### src/include/xlsc_pkg.sv
package xlsc_pkg;

    // Register byte offsets
    localparam logic [11:0] XLSC_OFF_LINK_CTL   = 12'h000;
    localparam logic [11:0] XLSC_OFF_PHY_CFG0   = 12'h004;
    localparam logic [11:0] XLSC_OFF_PHY_STATE0 = 12'h008;
    localparam logic [11:0] XLSC_OFF_PORT_CFG   = 12'h00c;

    // link_control_reg fields
    localparam int XLSC_LINK_DIS_BIT = 4;
    localparam int XLSC_HOTRST_BIT   = 0;
    // phy_link_cfg_zero fields
    localparam int XLSC_COMPAT_BIT   = 0;
    // phy_link_state_zero fields
    localparam int XLSC_RETRAIN_BIT  = 0;
    localparam int XLSC_COMPACT_BIT  = 1;
    localparam int XLSC_STATE_LSB    = 4;
    localparam int XLSC_STATE_W      = 3;
    // port config fields
    localparam int XLSC_USP_BIT      = 0;
    localparam int XLSC_PDIS_BIT     = 1;
    localparam int XLSC_DNLANE_BIT   = 2;

    // Training set symbol 4 bits that legacy mode suppresses
    localparam int XLSC_TS_RATE_BIT  = 2;
    localparam int XLSC_TS_MULTI_BIT = 6;
    localparam int XLSC_TS_SPEED_BIT = 7;

    // Link training states
    typedef enum logic [2:0] {
        XLSC_DETECT,
        XLSC_TRAIN,
        XLSC_L0,
        XLSC_RECOVERY,
        XLSC_HOT_RESET,
        XLSC_DISABLED
    } xlsc_state_e;

    // Goal kept while passing through recovery
    typedef enum logic [1:0] {
        XLSC_GOAL_NONE,
        XLSC_GOAL_HOTRST,
        XLSC_GOAL_DISABLE,
        XLSC_GOAL_RETRAIN
    } xlsc_goal_e;

endpackage

### src/rtl/xlsc_ts_mask.sv
`timescale 1ns/1ns
`default_nettype none
module xlsc_ts_mask
    import xlsc_pkg::*;
(
    // Clock and reset
    input  wire logic       mclk_in,
    input  wire logic       srst_in,
    // Symbol 4 in and out
    input  wire logic       legacy_in,
    input  wire logic [7:0] sym4_in,
    output logic      [7:0] sym4_out
);

    logic [7:0] sym4_r;
    logic [7:0] sym4_nxt;
    logic [7:0] keep;

    always_comb begin
        keep = 8'hff;
        if (legacy_in) begin
            keep[XLSC_TS_RATE_BIT]  = 1'b0;
            keep[XLSC_TS_MULTI_BIT] = 1'b0;
            keep[XLSC_TS_SPEED_BIT] = 1'b0;
        end
        sym4_nxt = sym4_in & keep;
    end

    always_ff @(posedge mclk_in) begin
        if (srst_in) begin
            sym4_r <= 8'h00;
        end else begin
            sym4_r <= sym4_nxt;
        end
    end

    assign sym4_out = sym4_r;
endmodule
`default_nettype wire

### src/rtl/xlsc_crosslink_ctl.sv
//////////////////////////////////////////////////////////////////////////////
// Overview of operation
// - Upstream switch port ignores any higher-layer hot reset request.
// - Upstream switch port enters hot reset on received hot reset training sets.
// - Downstream switch port link disable request goes recovery, then disabled.
// - Downstream switch port enters disabled on received disabled training sets.
// - Upstream switch port ignores higher-layer link disable request in L0; a set request still blocks exit from disabled.
// - Upstream switch port enters disabled on received disabled training sets.
// - Port in disabled operating mode goes straight to detect, never disabled.
// - In legacy mode symbol 4 bits 2, 6, 7 of TS1/TS2 never set.
// - Clearing compat enable plus full retrain leaves legacy mode.
// - Downstream port with downstream lanes: higher hot reset goes recovery, hot reset.
// - Received hot reset in downstream port leaves config registers untouched.
//////////////////////////////////////////////////////////////////////////////
`timescale 1ns/1ns
`default_nettype none
module xlsc_crosslink_ctl
    import xlsc_pkg::*;
(
    // Clock and reset
    input  wire logic        mclk_in,
    input  wire logic        srst_in,
    // APB slave
    input  wire logic        psel,
    input  wire logic        penable,
    input  wire logic        pwrite,
    input  wire logic [11:0] paddr,
    input  wire logic [31:0] pwdata,
    output logic      [31:0] prdata,
    output logic             pready,
    output logic             pslverr,
    // Link events from the training logic
    input  wire logic        rx_ts_hotrst_in,
    input  wire logic        rx_ts_disable_in,
    input  wire logic        link_up_in,
    input  wire logic        recovery_done_in,
    input  wire logic        state_exit_in,
    // Transmit training set symbol 4
    input  wire logic [7:0]  tx_sym4_in,
    output logic      [7:0]  tx_sym4_out,
    // Link state and reset scope
    output logic      [2:0]  link_state_out,
    output logic             legacy_mode_out,
    output logic             port_reset_out
);

    //////////////////////////////////////////////////////////////////////////
    // Register file
    logic        link_dis_req_r, link_dis_req_nxt;
    logic        hotrq_r, hotrq_nxt;
    logic        compat_en_r, compat_en_nxt;
    logic [2:0]  pcfg_r, pcfg_nxt;
    logic        legacy_r, legacy_nxt;
    logic        retrain_r, retrain_nxt;
    logic [31:0] prdata_r, prdata_nxt;
    logic        wr_en, rd_en, hit;
    xlsc_state_e state_r, state_nxt;
    xlsc_goal_e  goal_r, goal_nxt;
    logic        usp, pdis, dnlane;

    assign usp    = pcfg_r[XLSC_USP_BIT];
    assign pdis   = pcfg_r[XLSC_PDIS_BIT];
    assign dnlane = pcfg_r[XLSC_DNLANE_BIT];
    assign wr_en  = psel && penable && pwrite;
    assign rd_en  = psel && !penable && !pwrite;
    assign hit    = paddr == XLSC_OFF_LINK_CTL || paddr == XLSC_OFF_PHY_CFG0
                  || paddr == XLSC_OFF_PHY_STATE0 || paddr == XLSC_OFF_PORT_CFG;
    assign pready  = 1'b1;
    assign pslverr = psel && penable && !hit;

    always_comb begin
        link_dis_req_nxt = link_dis_req_r;
        hotrq_nxt     = 1'b0;
        compat_en_nxt = compat_en_r;
        pcfg_nxt      = pcfg_r;
        retrain_nxt   = 1'b0;
        prdata_nxt    = prdata_r;
        if (wr_en) begin
            unique case (paddr)
                XLSC_OFF_LINK_CTL: begin
                    link_dis_req_nxt = pwdata[XLSC_LINK_DIS_BIT];
                    hotrq_nxt = pwdata[XLSC_HOTRST_BIT];
                end
                XLSC_OFF_PHY_CFG0: begin
                    compat_en_nxt = pwdata[XLSC_COMPAT_BIT];
                end
                XLSC_OFF_PHY_STATE0: begin
                    retrain_nxt = pwdata[XLSC_RETRAIN_BIT];
                end
                XLSC_OFF_PORT_CFG: begin
                    pcfg_nxt = pwdata[XLSC_DNLANE_BIT:XLSC_USP_BIT];
                end
                default: begin
                end
            endcase
        end
        if (rd_en) begin
            prdata_nxt = 32'h0000_0000;
            unique case (paddr)
                XLSC_OFF_LINK_CTL: begin
                    prdata_nxt[XLSC_LINK_DIS_BIT] = link_dis_req_r;
                end
                XLSC_OFF_PHY_CFG0: begin
                    prdata_nxt[XLSC_COMPAT_BIT] = compat_en_r;
                end
                XLSC_OFF_PHY_STATE0: begin
                    prdata_nxt[XLSC_COMPACT_BIT] = legacy_r;
                    prdata_nxt[XLSC_STATE_LSB +: XLSC_STATE_W] = state_r;
                end
                XLSC_OFF_PORT_CFG: begin
                    prdata_nxt[XLSC_DNLANE_BIT:XLSC_USP_BIT] = pcfg_r;
                end
                default: begin
                end
            endcase
        end
    end

    //////////////////////////////////////////////////////////////////////////
    // Link state machine
    always_comb begin
        state_nxt  = state_r;
        goal_nxt   = goal_r;
        legacy_nxt = legacy_r;
        unique case (state_r)
            XLSC_DETECT: begin
                if (!pdis) begin
                    state_nxt = XLSC_TRAIN;
                end
            end
            XLSC_TRAIN: begin
                if (link_up_in) begin
                    state_nxt = XLSC_L0;
                end
            end
            XLSC_L0: begin
                if (rx_ts_hotrst_in) begin
                    state_nxt = XLSC_HOT_RESET;
                end else if (rx_ts_disable_in) begin
                    state_nxt = XLSC_DISABLED;
                end else if (!usp && link_dis_req_r) begin
                    state_nxt = XLSC_RECOVERY;
                    goal_nxt  = XLSC_GOAL_DISABLE;
                end else if (!usp && dnlane && hotrq_r) begin
                    state_nxt = XLSC_RECOVERY;
                    goal_nxt  = XLSC_GOAL_HOTRST;
                end
            end
            XLSC_RECOVERY: begin
                if (recovery_done_in) begin
                    unique case (goal_r)
                        XLSC_GOAL_HOTRST:  state_nxt = XLSC_HOT_RESET;
                        XLSC_GOAL_DISABLE: state_nxt = XLSC_DISABLED;
                        XLSC_GOAL_RETRAIN: state_nxt = XLSC_DETECT;
                        XLSC_GOAL_NONE:    state_nxt = XLSC_L0;
                    endcase
                    goal_nxt = XLSC_GOAL_NONE;
                end
            end
            XLSC_HOT_RESET: begin
                if (state_exit_in) begin
                    state_nxt = XLSC_DETECT;
                end
            end
            XLSC_DISABLED: begin
                if (state_exit_in && !link_dis_req_r) begin
                    state_nxt = XLSC_DETECT;
                end
            end
        endcase
        if (retrain_r) begin
            state_nxt  = XLSC_DETECT;
            goal_nxt   = XLSC_GOAL_NONE;
            legacy_nxt = compat_en_r;
        end
        if (pdis) begin
            state_nxt = XLSC_DETECT;
            goal_nxt  = XLSC_GOAL_NONE;
        end
    end

    always_ff @(posedge mclk_in) begin
        if (srst_in) begin
            link_dis_req_r <= 1'b0;
            hotrq_r     <= 1'b0;
            compat_en_r <= 1'b0;
            pcfg_r      <= 3'h0;
            retrain_r   <= 1'b0;
            prdata_r    <= 32'h0000_0000;
            legacy_r    <= 1'b0;
            state_r     <= XLSC_DETECT;
            goal_r      <= XLSC_GOAL_NONE;
        end else begin
            link_dis_req_r <= link_dis_req_nxt;
            hotrq_r     <= hotrq_nxt;
            compat_en_r <= compat_en_nxt;
            pcfg_r      <= pcfg_nxt;
            retrain_r   <= retrain_nxt;
            prdata_r    <= prdata_nxt;
            legacy_r    <= legacy_nxt;
            state_r     <= state_nxt;
            goal_r      <= goal_nxt;
        end
    end

    assign prdata          = prdata_r;
    assign link_state_out  = state_r;
    assign legacy_mode_out = legacy_r;
    // Hot reset only resets the partition when the port is upstream
    assign port_reset_out  = usp && state_r == XLSC_HOT_RESET;

    xlsc_ts_mask xlsc_ts_mask_i (
        .mclk_in   (mclk_in),
        .srst_in   (srst_in),
        .legacy_in (legacy_r),
        .sym4_in   (tx_sym4_in),
        .sym4_out  (tx_sym4_out)
    );
endmodule
`default_nettype wire

### config.mk
export PLATFORM = sky130hd
export DESIGN_NAME = xlsc_crosslink_ctl
export DESIGN_NICKNAME = d
export VERILOG_FILES = /design/src/include/xlsc_pkg.sv /design/src/rtl/xlsc_ts_mask.sv /design/src/rtl/xlsc_crosslink_ctl.sv
export SDC_FILE = /design/constraint.sdc
export NUM_CORES = 1
export LEC_CHECK = 0
export BUFFER_PORTS_ARGS = -buffer_cell sky130_fd_sc_hd__buf_2
export CORE_MARGIN = 1.5
export CORE_UTILIZATION = 35
export CTS_BUF_LIST = sky130_fd_sc_hd__clkbuf_4 sky130_fd_sc_hd__clkbuf_8 sky130_fd_sc_hd__clkbuf_16
export DETAILED_ROUTE_END_ITERATION = 10
export GPL_TIMING_DRIVEN = 0
export PLACE_DENSITY_LB_ADDON = 0.05
export SLEW_MARGIN = 20
export SYNTH_ARGS = -nofsm -noshare
export SYNTH_HDL_FRONTEND = slang
export SYNTH_SLANG_ARGS = --single-unit
### constraint.sdc
create_clock -name mclk_in -period 2.4 [get_ports mclk_in]
set_input_delay 0.12 -clock mclk_in [delete_from_list [all_inputs] [get_ports mclk_in]]
set_output_delay 0.12 -clock mclk_in [all_outputs]
set_load 0.05 [all_outputs]
=== Yosys cells after proc, flatten, opt, wreduce, memory -nomap -nowiden ===
Cells that the tools add are included.

* Register bits after elaboration: 27
* Input port bits: 62
* Output and inout port bits: 47
* Logic and storage cells: 86

* Eq/ne operators: 19
* Multiplexer cells: 23
* Bitwise gates (word level): 4
* Reduce and logical (&&, ||, !) cells: 30

{| class="wikitable"
|+ Operators with widths
! cell !! number
|-
| $eq A12 B4 Y1 const B || 2
|-
| $mux W3 || 8
|-
| $pmux W3 S6 || 1
|-
| $mux W2 || 7
|-
| $eq A12 B3 Y1 const B || 1
|-
| $logic_not A12 Y1 || 1
|-
| $ne A2 B2 Y1 const B || 6
|-
| $pmux W3 S4 || 1
|-
| $logic_and A1 B1 Y1 || 10
|-
| $reduce_and A5 Y1 || 2
|-
| $reduce_or A3 Y1 || 3
|-
| $and A8 B8 Y8 || 1
|-
| $eq A3 B2 Y1 const B || 2
|-
| $eq A3 B3 Y1 const B || 2
|-
| $pmux W1 S2 || 3
|-
| $reduce_and A2 Y1 || 3
|-
| $logic_not A1 Y1 || 5
|-
| $ne A5 B5 Y1 const B || 1
|-
| $eq A2 B2 Y1 const B || 2
|-
| $pmux W2 S2 || 1
|-
| $eq A3 B1 Y1 const B || 1
|-
| $logic_not A3 Y1 || 1
|-
| $logic_or A1 B1 Y1 || 3
|-
| $ne A3 B3 Y1 const B || 1
|-
| 5 further kinds || 8
|}

=== Depth between registers and ports, before layout ===
* Word-level depth: 8
* Depth in mapped cells: 6
* Mapped depth without buffers: 6

=== By module ===
Synthesis repeated with hierarchy kept, for this count alone.

* Cell total of the unflattened synthesis: 162
* Area, all modules: 1461.4 um^2

{| class="wikitable"
|+ By module, submodules not included
! module !! times used !! cells an instance !! area an instance (um^2) !! sequential area each (um^2)
|-
| xlsc_crosslink_ctl || 1 || 146 || 1247.4 || 380.4
|-
| xlsc_ts_mask || 1 || 16 || 214.0 || 160.2
|}

=== Worst setup path before layout ===
No wires, ideal clock.

* Path kind: register to output
* From: reg state_r[2], in the netlist link_state_out[2]
* To: out port_reset_out
* Arrival: 2.528 ns
* Required time: 2.280 ns
* Path slack: -0.248 ns
* Stages on the path, launching flop included: 3
* Path buffers: 0
* Path through: dfxtp_1 inv_1 nor4b_1

* Word-level cells in the longest chain between the ends: 2

{| class="wikitable"
|+ Ends and longest elaborated chain
! what !! RTL line !! text
|-
| from (decl) || xlsc_crosslink_ctl.sv:57 || <nowiki>xlsc_state_e state_r, state_nxt;</nowiki>
|-
| from (signal assigned) || xlsc_crosslink_ctl.sv:201 || <nowiki>state_r <= state_nxt;</nowiki>
|-
| $eq A3 B3 Y1 || xlsc_crosslink_ctl.sv:210 || <nowiki>assign port_reset_out = usp && state_r == XLSC_HOT_RESET;</nowiki>
|-
| $logic_and A1 B1 Y1 || xlsc_crosslink_ctl.sv:210 ||
|-
| to (decl) || xlsc_crosslink_ctl.sv:44 || <nowiki>output logic port_reset_out</nowiki>
|}

Every way passes these cells.

=== Worst setup path in the final report ===
* From: reg state_r[0], in the netlist link_state_out[0]
* To: reg state_r[0], in the netlist link_state_out[0]

* Word-level cells in the longest chain between the ends: 3
* Elaborated cells on any way between the ends: 13
* Classes of those cells: eq/ne: 10; mux: 1; reduce/logical: 2

{| class="wikitable"
|+ Ends and longest elaborated chain
! what !! RTL line !! text
|-
| $eq A3 B2 Y1 (tied with other cells) || xlsc_crosslink_ctl.sv:125 || <nowiki>unique case (state_r)</nowiki>
|-
| $ne A5 B5 Y1 (no line) / $ne A2 B2 Y1 (equally long branches) || - ||
|-
| $reduce_and A5 Y1 (no line) || - ||
|}

Several ways; a longest one is shown, not always the timed one.
A chain may end at the register's enable or synchronous reset.

==> reports/qor.csv <==
stage,metric,value,unit
outcome,status,completed,
global_route,grt_pass1_vias,1080,
cts,clock_latency,270,ps
layout,design_area,1920,um2
timing,finalWorstSetupSlack,578,ps
detailed_routing,postRouteWirelength,3300,um
timing,rsz0062_at_grt,false,
setup_path,setup.worst_path.start_class,flop,
synthesis,syn_avg_cell_area,8.41,um2
floorplan,coreArea,3970,um2
cts,postCtsHoldBufs,0,
setup_path,crit_type,reg -> reg,
hold_path,hp-class,in -> reg,
cts,post_cts_buffers,0,
run,max-cap-violations,0,
timing,timing.setup.tns,0,ps
floorplan,start_util,36.2,%
setup_path,r2r_slack,580,ps
synthesis,synth_common_cells,"buf_4, dfxtp_1, a21oi_1",
pwr,leakagePower,0.897,nW
layout,fillers,430,
detailed_routing,dr_wl_met3,162,um
timing,timing.hold.ws,37.8,ps
timing,relSlewSlack,48.6,%
setup_path,critPathRequiredTime,2570,ps
cts,cts_sinks,27,
global_route,antenna_found_initial,0,
synthesis,synth_area_leader_cell,dfxtp_1,
cts,htree_levels,1,
setup_path,cp_max_fo,10,
cts,cts_tree,yes,
placed_design,placedCellCount,299,
timing,hold_violations,0,
detailed_routing,wl_per_cell,10.9,um
detailed_routing,vias,1339,
layout,layout-drive-gt1-share,36.8,%
timing,worstMarginPinSlew,764,ps
layout,utilization,48.2,%
detailed_routing,drc,0,
timing,min_period,1820,ps
synthesis,ys_warn_count,0,
placed_design,gp_congestion,0.750,
detailed_routing,ant_nets,0,
floorplan,die_y,67.1,um
cts,cts_buffer_depth,2,
synthesis,synth.top_cell.area_share,37.6,%
synthesis,synthFlopType,dfxtp_1,
synthesis,synth_edf_count,0,
placed_design,post-place-ws,443,ps
global_route,overflow,0,
setup_path,cp-end-kind,flop,
layout,area_growth,33.1,%
pwr,peakVddDrop,175,uV
synthesis,synth_cell_types,40,
floorplan,std_cell_rows,23,
timing,period_share,75.9,%
cts,ctsResizeCount,0,
synthesis,ys_seq_elements,27,
synthesis,syn_inst,171,
placed_design,placed_cell_area,1870,um2
layout,register_area,541,um2
floorplan,die_x,67.1,um
layout,multi_input_area,769,um2
cts,clk_pin_slew,90,ps
synthesis,async_flop_share,0,%
setup_path,critical_path_arrival,2000,ps
floorplan,top_level_ports,109,
timing,finalSetupViolCount,0,
synthesis,yosys-top-cells-area,"dfxtp_1, buf_4, a21oi_1, nand3_1, nand2_1",
detailed_routing,dr_wl_met2,1540,um
detailed_routing,dr.first_iter.drc_count,84,
layout,finish.cell_count_without_fillers,303,
placed_design,io_buffer_count,53,
floorplan,die_area,4500,um2
timing,fmax,0.549,GHz
detailed_routing,top_layer,met4,
detailed_routing,drt_pre_antenna_iters,4,
cts,cts_made_buffers,3,
placed_design,dp_hpwl,2590,um
timing,slew_viol_final,0,
layout,final_nets,318,
layout,num_antenna_cells,0,
cts,cts-root-buf,clkbuf_8,
synthesis,netlist_area,1440,um2
global_route,grt_usage,15.0,%
pwr,total_power,1.14,mW
synthesis,yosysSeqAreaShare,37.6,%
timing,clock_skew,1.21,ps
global_route,grt_max_degree,17,
pwr,power_density,594,nW/um2
global_route,grt_pass1_wl,5130,um
detailed_routing,avgViaCountPerCell,4.42,
detailed_routing,met1_length,1550,um
worst paths after layout:
path,from,to,cells after the start
max reg2reg,link_state_out[0],link_state_out[0],5
min,tx_sym4_in[7],xlsc_ts_mask_i.sym4_out[7],2
max,link_state_out[0],link_state_out[0],5
min reg2reg,prdata[6],prdata[6],2
where the power goes:
group	leakage (nW)	internal [mW]	switching, mW
registers	0.220	0.468	0.0130
clock network	0.0217	0.118	0.144
logic	0.655	0.116	0.278
total	0.897	0.702	0.435
sequential cells by signal, indices dropped and copies added (netlist names), 2 cells and up:
register and flops:
xlsc_ts_mask_i.sym4_out 8, prdata 6, link_state_out 3, pcfg_r 3, goal_r 2
critical path, stage by stage (launching register included):
cell	delay, ps
dfxtp_1	370
clkbuf_1	360
nand2_1	100
a221oi_1	520
a31oi_1	80
o221a_2	280
layer usage:
metal	global-route usage, %	vias up
met5	0	-
met4	5.36	0
met3	2.36	5
met2	24.0	34
met1	20.5	587
li1	-	713
layout make-up:
class	count	area share [%]
clock buffer	3	2.16
buffer	31	11.4
inverter	3	0.588
clock inverter	1	0.392
tap	50	3.27
timing repair buffer	53	13.8
multi-input combinational	135	40.2
sequential	27	28.2
cells in the final DEF (no fill, tap or decap), types with 2 or more instances in the layout:
| cell type | count |
|---|---|
| buf_2 | 53 |
| buf_4 | 27 |
| conb_1 | 27 |
| dfxtp_1 | 27 |
| a21oi_1 | 13 |
| nand2_1 | 12 |
| nor2_1 | 9 |
| nand3_1 | 9 |
| nand2b_1 | 7 |
| nor2b_1 | 6 |
| and2_1 | 5 |
| o21ai_0 | 5 |
| clkbuf_1 | 4 |
| nor4_1 | 4 |
| nor3_1 | 4 |
| inv_1 | 3 |
| mux2i_1 | 3 |
| or3_1 | 3 |
| clkbuf_8 | 3 |
| or4_4 | 2 |
| a221oi_1 | 2 |
| o31a_1 | 2 |
| a31oi_1 | 2 |
| ha_1 | 2 |
kinds of logic (layout without fill, tap and decap cells):
logic type / after synthesis / count (layout) / synth area share, %
adders and majority gates: 2 / 2 / 1.74
other: 2 / 27 / 0.522
DFF: 27 / 27 / 37.6
buffers and inverters: 34 / 91 / 15.9
muxes: 4 / 4 / 2.87
AOI/OAI and AO/OA: 31 / 31 / 13.5
and+or+nand+nor: 71 / 71 / 27.9
Note: power is estimated with default switching activity, not from simulation.
